$ cat src/pkg/level_status_pkg.sv
// Package for the per-level fetch address and level status logic.
// Assumes a classic Wishbone slave with 32-bit data and byte addresses.
package level_status_pkg;
    localparam int unsigned WORD_W     = 16;
    localparam int unsigned LEVEL_N    = 4;
    localparam int unsigned LEVEL_W    = 2;

    // Level status word bit positions
    localparam int unsigned BIT_EVEN   = 0;
    localparam int unsigned BIT_CARRY  = 1;
    localparam int unsigned BIT_OVFL   = 2;
    localparam int unsigned BIT_NEG    = 3;
    localparam int unsigned BIT_ZERO   = 4;
    localparam int unsigned BIT_SUPER  = 8;
    localparam int unsigned BIT_INPROC = 9;
    localparam int unsigned BIT_TRACE  = 10;
    localparam int unsigned BIT_SMASK  = 11;
    localparam logic [15:0] STATUS_USED_MASK = 16'h0F1F;
    localparam logic [15:0] STATUS_RESET     = 16'h0000;
    localparam logic [15:0] FETCH_RESET      = 16'h0000;
    localparam logic [15:0] FETCH_STEP       = 16'h0002;

    // Register map: fetch address of level n at FETCH_BASE + 4n,
    // status word of level n at STATUS_BASE + 4n, live state at LIVE_OFS.
    localparam logic [7:0] FETCH_BASE  = 8'h00;
    localparam logic [7:0] STATUS_BASE = 8'h10;
    localparam logic [7:0] CTRL_OFS    = 8'h20;
    localparam logic [7:0] LIVE_OFS    = 8'h24;
    localparam logic [31:0] UNMAPPED_READ = 32'h0000_0000;

    typedef enum logic [3:0] {
        OP_NONE    = 4'h0,
        OP_ADD     = 4'h1,
        OP_SUB     = 4'h2,
        OP_COMPARE = 4'h3,
        OP_LOGIC   = 4'h4,
        OP_MUL     = 4'h5,
        OP_DIV     = 4'h6,
        OP_COMPL   = 4'h7,
        OP_SHIFTL  = 4'h8,
        OP_SETIND  = 4'h9,
        OP_LOADLB  = 4'hA,
        OP_IOCOND  = 4'hB,
        OP_LEXIT   = 4'hC
    } op_e;

    typedef enum logic [1:0] {
        BUS_IDLE = 2'b00,
        BUS_ACK  = 2'b01
    } bus_state_e;

    typedef struct packed {
        logic        valid;
        logic [1:0]  level;
        op_e         op;
        logic [4:0]  upd_mask;
        logic [15:0] opa;
        logic [15:0] opb;
        logic [4:0]  shift_count;
        logic [15:0] load_data;
        logic [2:0]  io_code;
    } exec_req_s;

    typedef struct packed {
        logic        even;
        logic        carry;
        logic        ovfl;
        logic        neg;
        logic        zero;
    } flags_s;
endpackage

$ cat src/design/level_status_flags.sv
// Per-level fetch address and status word logic with indicator generation.
// Assumes the sequencer presents one fetch or execute event per cycle at most
// per port, and branch logic samples the status outputs combinatorially.
//
// Notes on behaviour
// - Each fetch address is 16 bits and advances right after every fetch.
// - One fetch address register per priority level, indexed by level.
// - Status word is 16 bits; seven unused bits always read zero.
// - Condition indicators sit in status word bits zero to four.
// - Each instruction selects none, all or a subset of indicators to update.
// - Even, negative, zero follow latest arithmetic, logical or move result.
// - Positive result means zero and negative indicators both clear.
// - Multiply and divide are signed; divide by zero sets carry.
// - Multiply product not fitting the destination sets overflow.
// - After I/O operate or I/O interrupt, even/carry/overflow hold condition code.
// - Complementing the most negative value sets overflow.
// - Set-flags and load-level-block load every indicator from supplied data.
// - One add/subtract path serves signed and unsigned alike.
// - Add/subtract carry marks unsigned overflow.
// - Add/subtract overflow marks signed overflow.
// - Left shift carry is the last bit shifted out.
// - Left shift overflow set if the top bit changed during the shift.
// - Compare subtracts first from second, flags as subtract, operands kept.
// - Branch taken when named condition holds, else next instruction.
// - Bit eight is supervisor state when one, problem state when zero.
// - Bit nine marks level active or preempted; level exit clears it.
// - Bit ten set raises a trace request at each instruction start.
// - Bit eleven clear inhibits all priority interrupts.
//
// Added by the designer: register access over Wishbone and the placing of the registers.
module level_status_flags #(
    parameter int unsigned LEVELS = level_status_pkg::LEVEL_N
) (
    // Clock and reset
    input  wire logic                        clk_sys,
    input  wire logic                        reset,
    // Wishbone slave
    input  wire logic                        wb_cyc_i,
    input  wire logic                        wb_stb_i,
    input  wire logic                        wb_we_i,
    input  wire logic [7:0]                  wb_adr_i,
    input  wire logic [3:0]                  wb_sel_i,
    input  wire logic [31:0]                 wb_dat_i,
    output logic      [31:0]                 wb_dat_o,
    output logic                             wb_ack_o,
    // Sequencer side
    input  wire logic                        fetch_done,
    input  wire logic [1:0]                  fetch_level,
    input  wire logic                        instr_start,
    input  wire level_status_pkg::exec_req_s exec_req,
    output logic      [15:0]                 result,
    // Branch logic side
    input  wire logic [3:0]                  branch_cond,
    input  wire logic                        branch_invert,
    output logic                             branch_taken,
    output logic      [15:0]                 status_word,
    output logic      [15:0]                 fetch_address,
    output logic                             trace_request,
    output logic                             interrupts_enabled,
    output logic                             supervisor_state
);

    logic [15:0]                  fetch_addr [LEVELS];
    logic [15:0]                  status     [LEVELS];
    logic [1:0]                   active_level;
    level_status_pkg::bus_state_e bus_state;
    level_status_pkg::flags_s     calc;
    logic [15:0]                  calc_result;
    logic                         wb_req;
    logic [7:0]                   reg_ofs;
    logic [1:0]                   reg_idx;
    logic [31:0]                  read_mux;
    logic                         wb_wr;

    function automatic logic [15:0] merge16(input logic [15:0] old_v,
                                            input logic [31:0] new_v,
                                            input logic [3:0]  sel);
        logic [15:0] m;
        m = old_v;
        if (sel[0]) begin
            m[7:0] = new_v[7:0];
        end
        if (sel[1]) begin
            m[15:8] = new_v[15:8];
        end
        return m;
    endfunction

    // Result flags shared by every operation that sets them
    function automatic logic [2:0] result_flags(input logic [15:0] r);
        return {~r[0], r[15], r == 16'h0000};
    endfunction

    assign wb_req  = wb_cyc_i && wb_stb_i && bus_state == level_status_pkg::BUS_IDLE;
    assign reg_ofs = {wb_adr_i[7:2], 2'b00};
    assign reg_idx = wb_adr_i[3:2];
    // Writes land on the edge where the master sees ack high
    assign wb_wr   = wb_cyc_i && wb_stb_i && wb_we_i
                     && bus_state == level_status_pkg::BUS_ACK;

    // Indicator and result generation
    always_comb begin
        logic [16:0] sum;
        logic [31:0] prod;
        logic [15:0] sh;
        logic [15:0] a;
        logic [15:0] b;
        logic        top_changed;
        logic        last_out;
        logic [2:0]  rf;
        sum         = 17'h00000;
        prod        = 32'h0000_0000;
        sh          = 16'h0000;
        top_changed = 1'b0;
        last_out    = 1'b0;
        rf          = 3'h0;
        a           = exec_req.opa;
        b           = exec_req.opb;
        calc        = '0;
        calc_result = 16'h0000;
        case (exec_req.op)
            level_status_pkg::OP_ADD: begin
                sum         = {1'b0, a} + {1'b0, b};
                calc_result = sum[15:0];
                calc.carry  = sum[16];
                calc.ovfl   = (a[15] == b[15]) && (sum[15] != a[15]);
            end
            level_status_pkg::OP_SUB, level_status_pkg::OP_COMPARE: begin
                // b minus a: first operand subtracted from the second
                sum         = {1'b0, b} + {1'b0, ~a} + 17'h00001;
                calc_result = sum[15:0];
                calc.carry  = ~sum[16];
                calc.ovfl   = (a[15] != b[15]) && (sum[15] != b[15]);
            end
            level_status_pkg::OP_LOGIC: begin
                calc_result = b;
            end
            level_status_pkg::OP_MUL: begin
                prod        = 32'($signed(a) * $signed(b));
                calc_result = prod[15:0];
                calc.ovfl   = prod[31:15] != {17{prod[15]}};
            end
            level_status_pkg::OP_DIV: begin
                if (a == 16'h0000) begin
                    calc.carry  = 1'b1;
                    calc_result = b;
                end else begin
                    calc_result = 16'($signed(b) / $signed(a));
                    calc.ovfl   = (b == 16'h8000) && (a == 16'hFFFF);
                end
            end
            level_status_pkg::OP_COMPL: begin
                calc_result = 16'(~a + 16'h0001);
                calc.ovfl   = a == 16'h8000;
            end
            level_status_pkg::OP_SHIFTL: begin
                sh = a;
                for (int i = 0; i < 16; i++) begin
                    if (i < int'(exec_req.shift_count)) begin
                        last_out = sh[15];
                        sh       = {sh[14:0], 1'b0};
                        if (sh[15] != a[15]) begin
                            top_changed = 1'b1;
                        end
                    end
                end
                calc_result = sh;
                calc.carry  = last_out;
                calc.ovfl   = top_changed;
            end
            default: begin
                calc_result = 16'h0000;
            end
        endcase
        rf        = result_flags(calc_result);
        calc.even = rf[2];
        calc.neg  = rf[1];
        calc.zero = rf[0];
    end

    // Active level follows the most recent fetch
    always_ff @(posedge clk_sys) begin
        if (reset) begin
            active_level <= 2'b00;
        end else if (fetch_done) begin
            active_level <= fetch_level;
        end
    end

    // Fetch address per level, advanced after every fetch
    always_ff @(posedge clk_sys) begin
        if (reset) begin
            for (int i = 0; i < LEVELS; i++) begin
                fetch_addr[i] <= level_status_pkg::FETCH_RESET;
            end
        end else begin
            if (wb_wr && reg_ofs[7:4] == level_status_pkg::FETCH_BASE[7:4]) begin
                fetch_addr[reg_idx] <= merge16(fetch_addr[reg_idx], wb_dat_i, wb_sel_i);
            end
            if (fetch_done) begin
                fetch_addr[fetch_level] <= fetch_addr[fetch_level] + level_status_pkg::FETCH_STEP;
            end
        end
    end

    // Status word per level; execution wins over a bus write in the same cycle
    always_ff @(posedge clk_sys) begin
        if (reset) begin
            for (int i = 0; i < LEVELS; i++) begin
                status[i] <= level_status_pkg::STATUS_RESET;
            end
        end else begin
            if (wb_wr && reg_ofs[7:4] == level_status_pkg::STATUS_BASE[7:4]) begin
                status[reg_idx] <= merge16(status[reg_idx], wb_dat_i, wb_sel_i)
                                   & level_status_pkg::STATUS_USED_MASK;
            end
            if (exec_req.valid) begin
                case (exec_req.op)
                    level_status_pkg::OP_NONE: begin
                        status[exec_req.level] <= status[exec_req.level];
                    end
                    level_status_pkg::OP_SETIND: begin
                        status[exec_req.level][4:0] <= exec_req.load_data[4:0];
                    end
                    level_status_pkg::OP_LOADLB: begin
                        status[exec_req.level] <= exec_req.load_data
                                                  & level_status_pkg::STATUS_USED_MASK;
                    end
                    level_status_pkg::OP_IOCOND: begin
                        // Code bit 2 lands in even, bit 0 in overflow
                        status[exec_req.level][level_status_pkg::BIT_EVEN]  <= exec_req.io_code[2];
                        status[exec_req.level][level_status_pkg::BIT_CARRY] <= exec_req.io_code[1];
                        status[exec_req.level][level_status_pkg::BIT_OVFL]  <= exec_req.io_code[0];
                    end
                    level_status_pkg::OP_LEXIT: begin
                        status[exec_req.level][level_status_pkg::BIT_INPROC] <= 1'b0;
                    end
                    default: begin
                        // Per-instruction subset of indicators
                        for (int k = 0; k < 5; k++) begin
                            if (exec_req.upd_mask[k]) begin
                                status[exec_req.level][k] <= calc_vec(calc, k);
                            end
                        end
                    end
                endcase
            end
        end
    end

    function automatic logic calc_vec(input level_status_pkg::flags_s f, input int k);
        logic [4:0] v;
        v = {f.zero, f.neg, f.ovfl, f.carry, f.even};
        return v[k[2:0]];
    endfunction

    // Branch decision on the active level's indicators
    always_ff @(posedge clk_sys) begin
        logic [15:0] s;
        logic        c;
        s = status[active_level];
        case (branch_cond)
            4'h0:    c = s[4];
            4'h1:    c = ~s[4] & ~s[3];
            4'h2:    c = s[3];
            4'h3:    c = s[0];
            4'h4:    c = s[3] ^ s[2];
            4'h5:    c = (s[3] ^ s[2]) | s[4];
            4'h6:    c = s[1];
            4'h7:    c = s[1] | s[4];
            default: c = 1'b0;
        endcase
        if (reset) begin
            branch_taken <= 1'b0;
        end else begin
            branch_taken <= c ^ branch_invert;
        end
    end

    // Outputs from flip-flops; compare keeps operands by returning none
    always_ff @(posedge clk_sys) begin
        if (reset) begin
            result             <= 16'h0000;
            status_word        <= level_status_pkg::STATUS_RESET;
            fetch_address      <= level_status_pkg::FETCH_RESET;
            trace_request      <= 1'b0;
            interrupts_enabled <= 1'b0;
            supervisor_state   <= 1'b0;
        end else begin
            if (exec_req.valid && exec_req.op != level_status_pkg::OP_COMPARE) begin
                result <= calc_result;
            end
            status_word        <= status[active_level];
            fetch_address      <= fetch_addr[active_level];
            trace_request      <= instr_start
                                  && status[active_level][level_status_pkg::BIT_TRACE];
            interrupts_enabled <= status[active_level][level_status_pkg::BIT_SMASK];
            supervisor_state   <= status[active_level][level_status_pkg::BIT_SUPER];
        end
    end

    // Wishbone read mux and single-cycle acknowledge
    always_comb begin
        read_mux = level_status_pkg::UNMAPPED_READ;
        if (reg_ofs[7:4] == level_status_pkg::FETCH_BASE[7:4]) begin
            read_mux = {16'h0000, fetch_addr[reg_idx]};
        end else if (reg_ofs[7:4] == level_status_pkg::STATUS_BASE[7:4]) begin
            read_mux = {16'h0000, status[reg_idx] & level_status_pkg::STATUS_USED_MASK};
        end else if (reg_ofs == level_status_pkg::LIVE_OFS) begin
            read_mux = {14'h0000, active_level, status[active_level]};
        end
    end

    always_ff @(posedge clk_sys) begin
        if (reset) begin
            bus_state <= level_status_pkg::BUS_IDLE;
            wb_ack_o  <= 1'b0;
            wb_dat_o  <= 32'h0000_0000;
        end else begin
            case (bus_state)
                level_status_pkg::BUS_IDLE: begin
                    wb_ack_o <= wb_req;
                    if (wb_req) begin
                        wb_dat_o  <= wb_we_i ? 32'h0000_0000 : read_mux;
                        bus_state <= level_status_pkg::BUS_ACK;
                    end
                end
                level_status_pkg::BUS_ACK: begin
                    wb_ack_o  <= 1'b0;
                    bus_state <= level_status_pkg::BUS_IDLE;
                end
                default: begin
                    wb_ack_o  <= 1'b0;
                    bus_state <= level_status_pkg::BUS_IDLE;
                end
            endcase
        end
    end

    a_sub_carry: assert property (@(posedge clk_sys) disable iff (reset)
        exec_req.valid && exec_req.op == level_status_pkg::OP_SUB && exec_req.upd_mask[1]
        && exec_req.opa > exec_req.opb |=> status[$past(exec_req.level)][1])
        else $error("subtract borrow did not set carry");
    a_compl_ovfl: assert property (@(posedge clk_sys) disable iff (reset)
        exec_req.valid && exec_req.op == level_status_pkg::OP_COMPL && exec_req.upd_mask[2]
        && exec_req.opa == 16'h8000 |=> status[$past(exec_req.level)][2])
        else $error("complement of most negative did not set overflow");
    a_div_zero: assert property (@(posedge clk_sys) disable iff (reset)
        exec_req.valid && exec_req.op == level_status_pkg::OP_DIV && exec_req.upd_mask[1]
        && exec_req.opa == 16'h0000 |=> status[$past(exec_req.level)][1])
        else $error("divide by zero did not set carry");

    a_unused_zero: assert property (@(posedge clk_sys) disable iff (reset)
        (status_word & ~level_status_pkg::STATUS_USED_MASK) == 16'h0000)
        else $error("unused status bits not zero");
    a_fetch_step: assert property (@(posedge clk_sys) disable iff (reset)
        fetch_done && !wb_wr |=> fetch_addr[$past(fetch_level)]
        == $past(fetch_addr[fetch_level]) + level_status_pkg::FETCH_STEP)
        else $error("fetch address did not advance");
    a_lexit_clear: assert property (@(posedge clk_sys) disable iff (reset)
        exec_req.valid && exec_req.op == level_status_pkg::OP_LEXIT
        |=> !status[$past(exec_req.level)][9])
        else $error("level exit left in-process set");
    a_zero_flag: assert property (@(posedge clk_sys) disable iff (reset)
        exec_req.valid && exec_req.op == level_status_pkg::OP_ADD && exec_req.upd_mask[4]
        && 16'(exec_req.opa + exec_req.opb) == 16'h0000 |=> status[$past(exec_req.level)][4])
        else $error("zero result did not set zero");

    a_bus_ack: assert property (@(posedge clk_sys) disable iff (reset)
        wb_ack_o |=> !wb_ack_o)
        else $error("ack held beyond one cycle");
endmodule

$ cat config.mk
export PLATFORM = sky130hd
export DESIGN_NAME = level_status_flags
export DESIGN_NICKNAME = d
export VERILOG_FILES = /design/src/pkg/level_status_pkg.sv /design/src/design/level_status_flags.sv
export SDC_FILE = /design/constraint.sdc
export NUM_CORES = 2
export LEC_CHECK = 0
export BUFFER_PORTS_ARGS = -buffer_cell sky130_fd_sc_hd__buf_2
export CAP_MARGIN = 20
export CORE_ASPECT_RATIO = 1.2
export CORE_UTILIZATION = 25
export CTS_CLUSTER_DIAMETER = 60
export DETAILED_ROUTE_END_ITERATION = 10
export HOLD_SLACK_MARGIN = 0.15
export PLACE_DENSITY = 0.46
export SKIP_CTS_REPAIR_TIMING = 1
export SLEW_MARGIN = 20
export SYNTH_ARGS = -nofsm -noshare
export SYNTH_HDL_FRONTEND = slang
export SYNTH_SLANG_ARGS = --single-unit
$ cat constraint.sdc
create_clock -name clk_sys -period 49.3 [get_ports clk_sys]
set_clock_uncertainty 0.2 [all_clocks]
set_input_delay 9.86 -clock clk_sys [delete_from_list [all_inputs] [get_ports clk_sys]]
set_output_delay 9.86 -clock clk_sys [all_outputs]
set_load 0.01 [all_outputs]
# Word-level counts from Yosys, hierarchy flattened
# Memory sizes are Yosys's and may differ from the RTL's. A register that Yosys moved wholly into a read port is not among the register bits.
# Cells that the tools add are included.
word_totals:
  register_bits: 72
  latchBits: 0
  ramBits: 128
  romBits: 0
  inputBits: 126
  output_inout_bits: 85
  elab_cells: 322
  n_memories: 2
memory_table:
  columns: ["memory", "depth", "width", "read_ports", "rd_clocked_by_memory_dff", "write_ports", "line_no", "source"]
  rows:
  - ["fetch_addr", 4, 16, 3, 1, 4, "level_status_flags.sv:63", "logic [15:0] fetch_addr [LEVELS];"]
  - ["status", 4, 16, 2, 1, 4, "level_status_flags.sv:64", "logic [15:0] status [LEVELS];"]
classes:
  n_addsub: 5
  multipliers: 1
  n_div: 1
  magnitude_cmp: 16
  n_eq_ne: 48
  shift: 0
  muxes: 187
  n_bitwise: 26
  reduce_logical: 26
ops:
  columns: ["op", "count"]
  rows:
  - ["two-way mux 16 bit", 36]
  - ["two-way mux 1 bit", 121]
  - ["one-hot mux 16 bit (7 select lines)", 1]
  - ["OR reduction 16 bit", 4]
  - ["two-way mux 18 bit", 3]
  - ["== test 16 bit, second input constant", 3]
  - ["two-way mux 8 bit", 6]
  - ["< comparator 4 x 5 -> 1 bit, first input constant", 8]
  - ["adder 16 x 16 -> 17 bit", 2]
  - ["== test 4 x 3 -> 1 bit, second input constant", 8]
  - ["logical NOT 16 bit", 2]
  - ["multiplier 16 x 16 -> 32 bit", 1]
  - ["two-way mux 32 bit", 1]
  - ["two-way mux 5 bit", 5]
  - ["== test 4 bit, second input constant", 5]
  - ["< comparator 3 x 5 -> 1 bit, first input constant", 4]
  - ["!= test 1 bit", 19]
  - ["adder 17 x 1 -> 17 bit, second input constant", 1]
  - ["adder 16 x 1 -> 16 bit, second input constant", 1]
  - ["adder 16 x 2 -> 16 bit, second input constant", 1]
  - ["divider 16 x 16 -> 16 bit", 1]
  - ["== test 4 x 2 -> 1 bit, second input constant", 4]
  - ["!= test 16 bit", 1]
  - ["NOT 16 bit", 1]
  - ["25 further kinds", 71]

# Depth between registers and ports, before layout
logic_depth:
  depth_word: 40
  depth_mapped: 150
  depth_no_buf: 140

# Worst setup path before layout
# No wires, ideal clock.
synth_timing:
  kind: "in2reg"
  start: "input port exec_req[40] (netlist name)"
  end: "memory status[2][4], data pin"
  setup_ps: 170
  arrival_time_ps: 41649
  t_required_ps: 48930
  slack_ps: 7281
  cell_stages: 136
  path_buffers: 14
  cell_sequence: "clkbuf_1 -> clkbuf_1 -> clkbuf_1 -> inv_1 -> ha_1 -> or4b_2 -> o41ai_1 -> xnor2_1 -> o211ai_2 -> nor4_2 -> a31oi_1 -> ha_1 -> o21a_1 -> o21ai_0 -> nor3_1 -> nor2_1 -> a21oi_1 -> ha_1 -> (+100 left out) -> o41ai_1 -> a21oi_1 -> o21a_1 -> inv_1 -> buf_1 -> mux2_2 -> ha_1 -> a2111oi_0 -> o21ai_0 -> a21oi_1 -> ha_1 -> and2_1 -> nand4_1 -> mux2i_1 -> or3b_1 -> nor4_1 -> nand4b_1 -> o31ai_1"
synth_rtl:
  columns: ["element", "line_no", "source"]
  rows:
  - ["from (decl)", "level_status_flags.sv:50", "input wire level_status_pkg::exec_req_s exec_req,"]
  - ["to (decl)", "level_status_flags.sv:64", null]

==> metrics.cfg <==
[die]
fp.dieH_um = 393
design.core.area_mm2 = 0.125
die-area_mm2 = 0.129
start_util = 0.253
die_w_um = 327
rows = 142
ioPinCount = 211

[yosys]
synthDistinctLibCells = 100
synth_edf_count = 100
ys.warnings.count = 0
netlist_area_mm2 = 0.0318
synth_area_per_cell_um2 = 8.36
syn-instance-count = 3801
postSynth.asyncResetShare = 0
synth_flop_cell = edfxtp_1
ys_ff_latch = 167
yosysSeqAreaShare = 0.137

[critical_path]
worstPathArrival_ps = 45490
cp.required_ps = 49370
cp_common_cell = ha_1
crit_type = in -> reg
crit_path_max_fanout = 18
endpoint_kind = register
cpMaxStageDelayCell = or4b_2
max_stage_delay_ps = 710
startpoint_type = input port

[place]
dp_slack_ps = 3560
globalplace.congestion = 0.911
dp_cells = 5606
hpwl_mm = 95.7
port_buffers = 162

[route]
wl_mm = 125
wire_per_inst_um = 22.2
drt-initial-drc-count = 2316
ant_nets = 0
drc = 0
via_count = 29700
dr.pass1.iters = 8
vias_per_cell = 5.27

[power_and_ir_drop]
static-leakage-power_uw = 0.0155
p_per_area_mw_per_mm2 = 63.2
finalPower_uw = 2270
vdd_ir_drop_max_uv = 213

[clock_network]
insertion_delay_ps = 450
cts.sinks = 167
htree_levels = 4
cts_max_path_buffers = 2
cts_made_buffers = 17
root_buffer = clkbuf_16
clkTransAtPathRegs_ps = 70
cts_tree = done

[sta]
grt_setup_unrepaired = false
slew_viol_final = 0
holdWs_ps = 288
final_hold_viol_count = 0
fin_crit_sh = 0.921
setup_viol = 0
slew_headroom = 0.196
setup_tns_ps = 0
setup_ws_ps = 3880
worst_pin_slew_ps = 1200
fin_crit_ps = 45420
fmax_mhz = 22.0

[global_route]
grt_pass1_wl_mm = 189
grt_max_degree = 59
overflow = 0
gr-usage-all-layers = 0.193
grt_pass1_vias = 29900
antenna_found_initial = 11

[flow_run]
cap_violations = 0

[layout]
nets = 4619
syn_to_final_growth_pct = 13.1
instances_no_fill = 5643
drive_gt1_frac = 0.148

[outcome]
outcome = finished clean

[worst_hold_path]
hp-class = reg -> reg

kinds of logic after synthesis:
logic type      count (synthesis)  synth area share
simple gates                 1240             0.193
compound gates                892             0.193
buf+inv                       632            0.0782
fa+ha+maj                     523             0.268
mux                           182            0.0859
flops                         167             0.137
xor+xnor                      164            0.0452
other cells                     1          0.000118
worst paths after layout:
check | from | endpoint | slack [ps] | cells after the start
worst min register to register | wb_dat_o[17] | wb_dat_o[17] | 290 | 2
worst max register to register | fetch_addr[3][1] | fetch_addr[0][15] | 46150 | 10
worst max-delay path | exec_req[41] | status[3][4] | 3880 | 141
worst min-delay path | wb_dat_o[17] | wb_dat_o[17] | 290 | 2
layout make-up:
cell class / count / area, um2
fill: 13700 / 89500
multi-input combinational: 3022 / 25100
sequential: 167 / 4350
timing repair buffer: 362 / 2320
tap: 1656 / 2070
inverter: 400 / 1500
clock buffer: 23 / 490
clock inverter: 9 / 87.6
antenna: 4 / 10.0
cell usage in the layout (no fill, tap or decap), drive strengths merged, types with 14 or more instances in the layout:
cell type	instances
nand3	95
clkbuf	23
nand2b	43
a31oi	43
nor3	80
or3	42
ha	259
xnor2	119
o31ai	32
and3	20
buf	362
conb	21
mux4	66
o211ai	32
mux2	59
a211oi	46
dfxtp	67
o21a	52
mux2i	57
a22oi	22
edfxtp	100
fa	264
nor2b	58
or2	23
nand4	34
a221oi	20
nor4	20
o21ai	171
inv	396
a21boi	14
xor2	45
nor2	287
a21o	66
a22o	14
o41ai	14
o22ai	63
and2	163
nand2	331
a21oi	149
where the power goes:
part           switching (uW)  internal (uW)  total [uW]
registers                6.58            156         162
clock network            59.2           75.8         135
logic                    1170            802        1980
worst max-delay path, delay by kind of cell:
family,cells,cell delay [ps]
AOI/OAI and AO/OA,70,16210
and+or+nand+nor,32,8920
adders and majority gates,17,5100
buffers and inverters,15,2960
muxes,5,1840
xor gates and xnor gates,2,520
metrics by stage:
stage / area (um2) / util
finish: 36000 / 0.287
global route: 35900 / 0.287
CTS: 35900 / 0.286
detailed placement: 35300 / 0.282
global placement: 35300 / 0.282
floorplan: 31900 / -
registers in the layout, summed over array words and instances (netlist names), named ones only:
name	flops
fetch_address	16
branch_taken	1
bus_state	1
status	36
fetch_addr	64
status_word	9
wb_ack_o	1
active_level	2
trace_request	1
result	16
wb_dat_o	18
Yosys cell counts, drive strengths merged (11+ instances only):
cell type | number | area [um2]
nor4 | 20 | 138
a31oi | 43 | 269
a222oi | 13 | 130
nand2 | 331 | 1240
a21oi | 149 | 746
nor2b | 58 | 363
nor2 | 287 | 1080
o22ai | 63 | 394
and2 | 163 | 1020
a21o | 66 | 495
mux4 | 66 | 1490
nand2b | 43 | 269
xor2 | 45 | 394
o41ai | 14 | 123
mux2i | 57 | 574
a221oi | 20 | 175
or2 | 23 | 144
nand4 | 34 | 219
ha | 259 | 3240
o31ai | 32 | 240
o21ai | 171 | 860
xnor2 | 119 | 1040
inv | 393 | 1480
a22o | 14 | 123
a22oi | 22 | 165
buf | 52 | 308
mux2 | 59 | 668
a211oi | 46 | 345
o21a | 52 | 390
clkbuf | 180 | 676
o211ai | 32 | 245
nor3 | 80 | 405
and3 | 20 | 125
fa | 264 | 5290
o221ai | 13 | 120
nand3 | 95 | 480
edfxtp | 100 | 3000
a221o | 11 | 110
dfxtp | 67 | 1340
a21boi | 14 | 105
or3 | 42 | 263
routing by layer:
metal  track usage  vias to the layer above  share of wire
met3        0.0218                      206          0.055
met4        0.0530                       10          0.028
met5             0                        -        0.00050
li1              -                    13800              -
met2         0.346                      985           0.50
met1         0.243                    14700           0.42
Note: power is estimated with default switching activity, not from simulation.
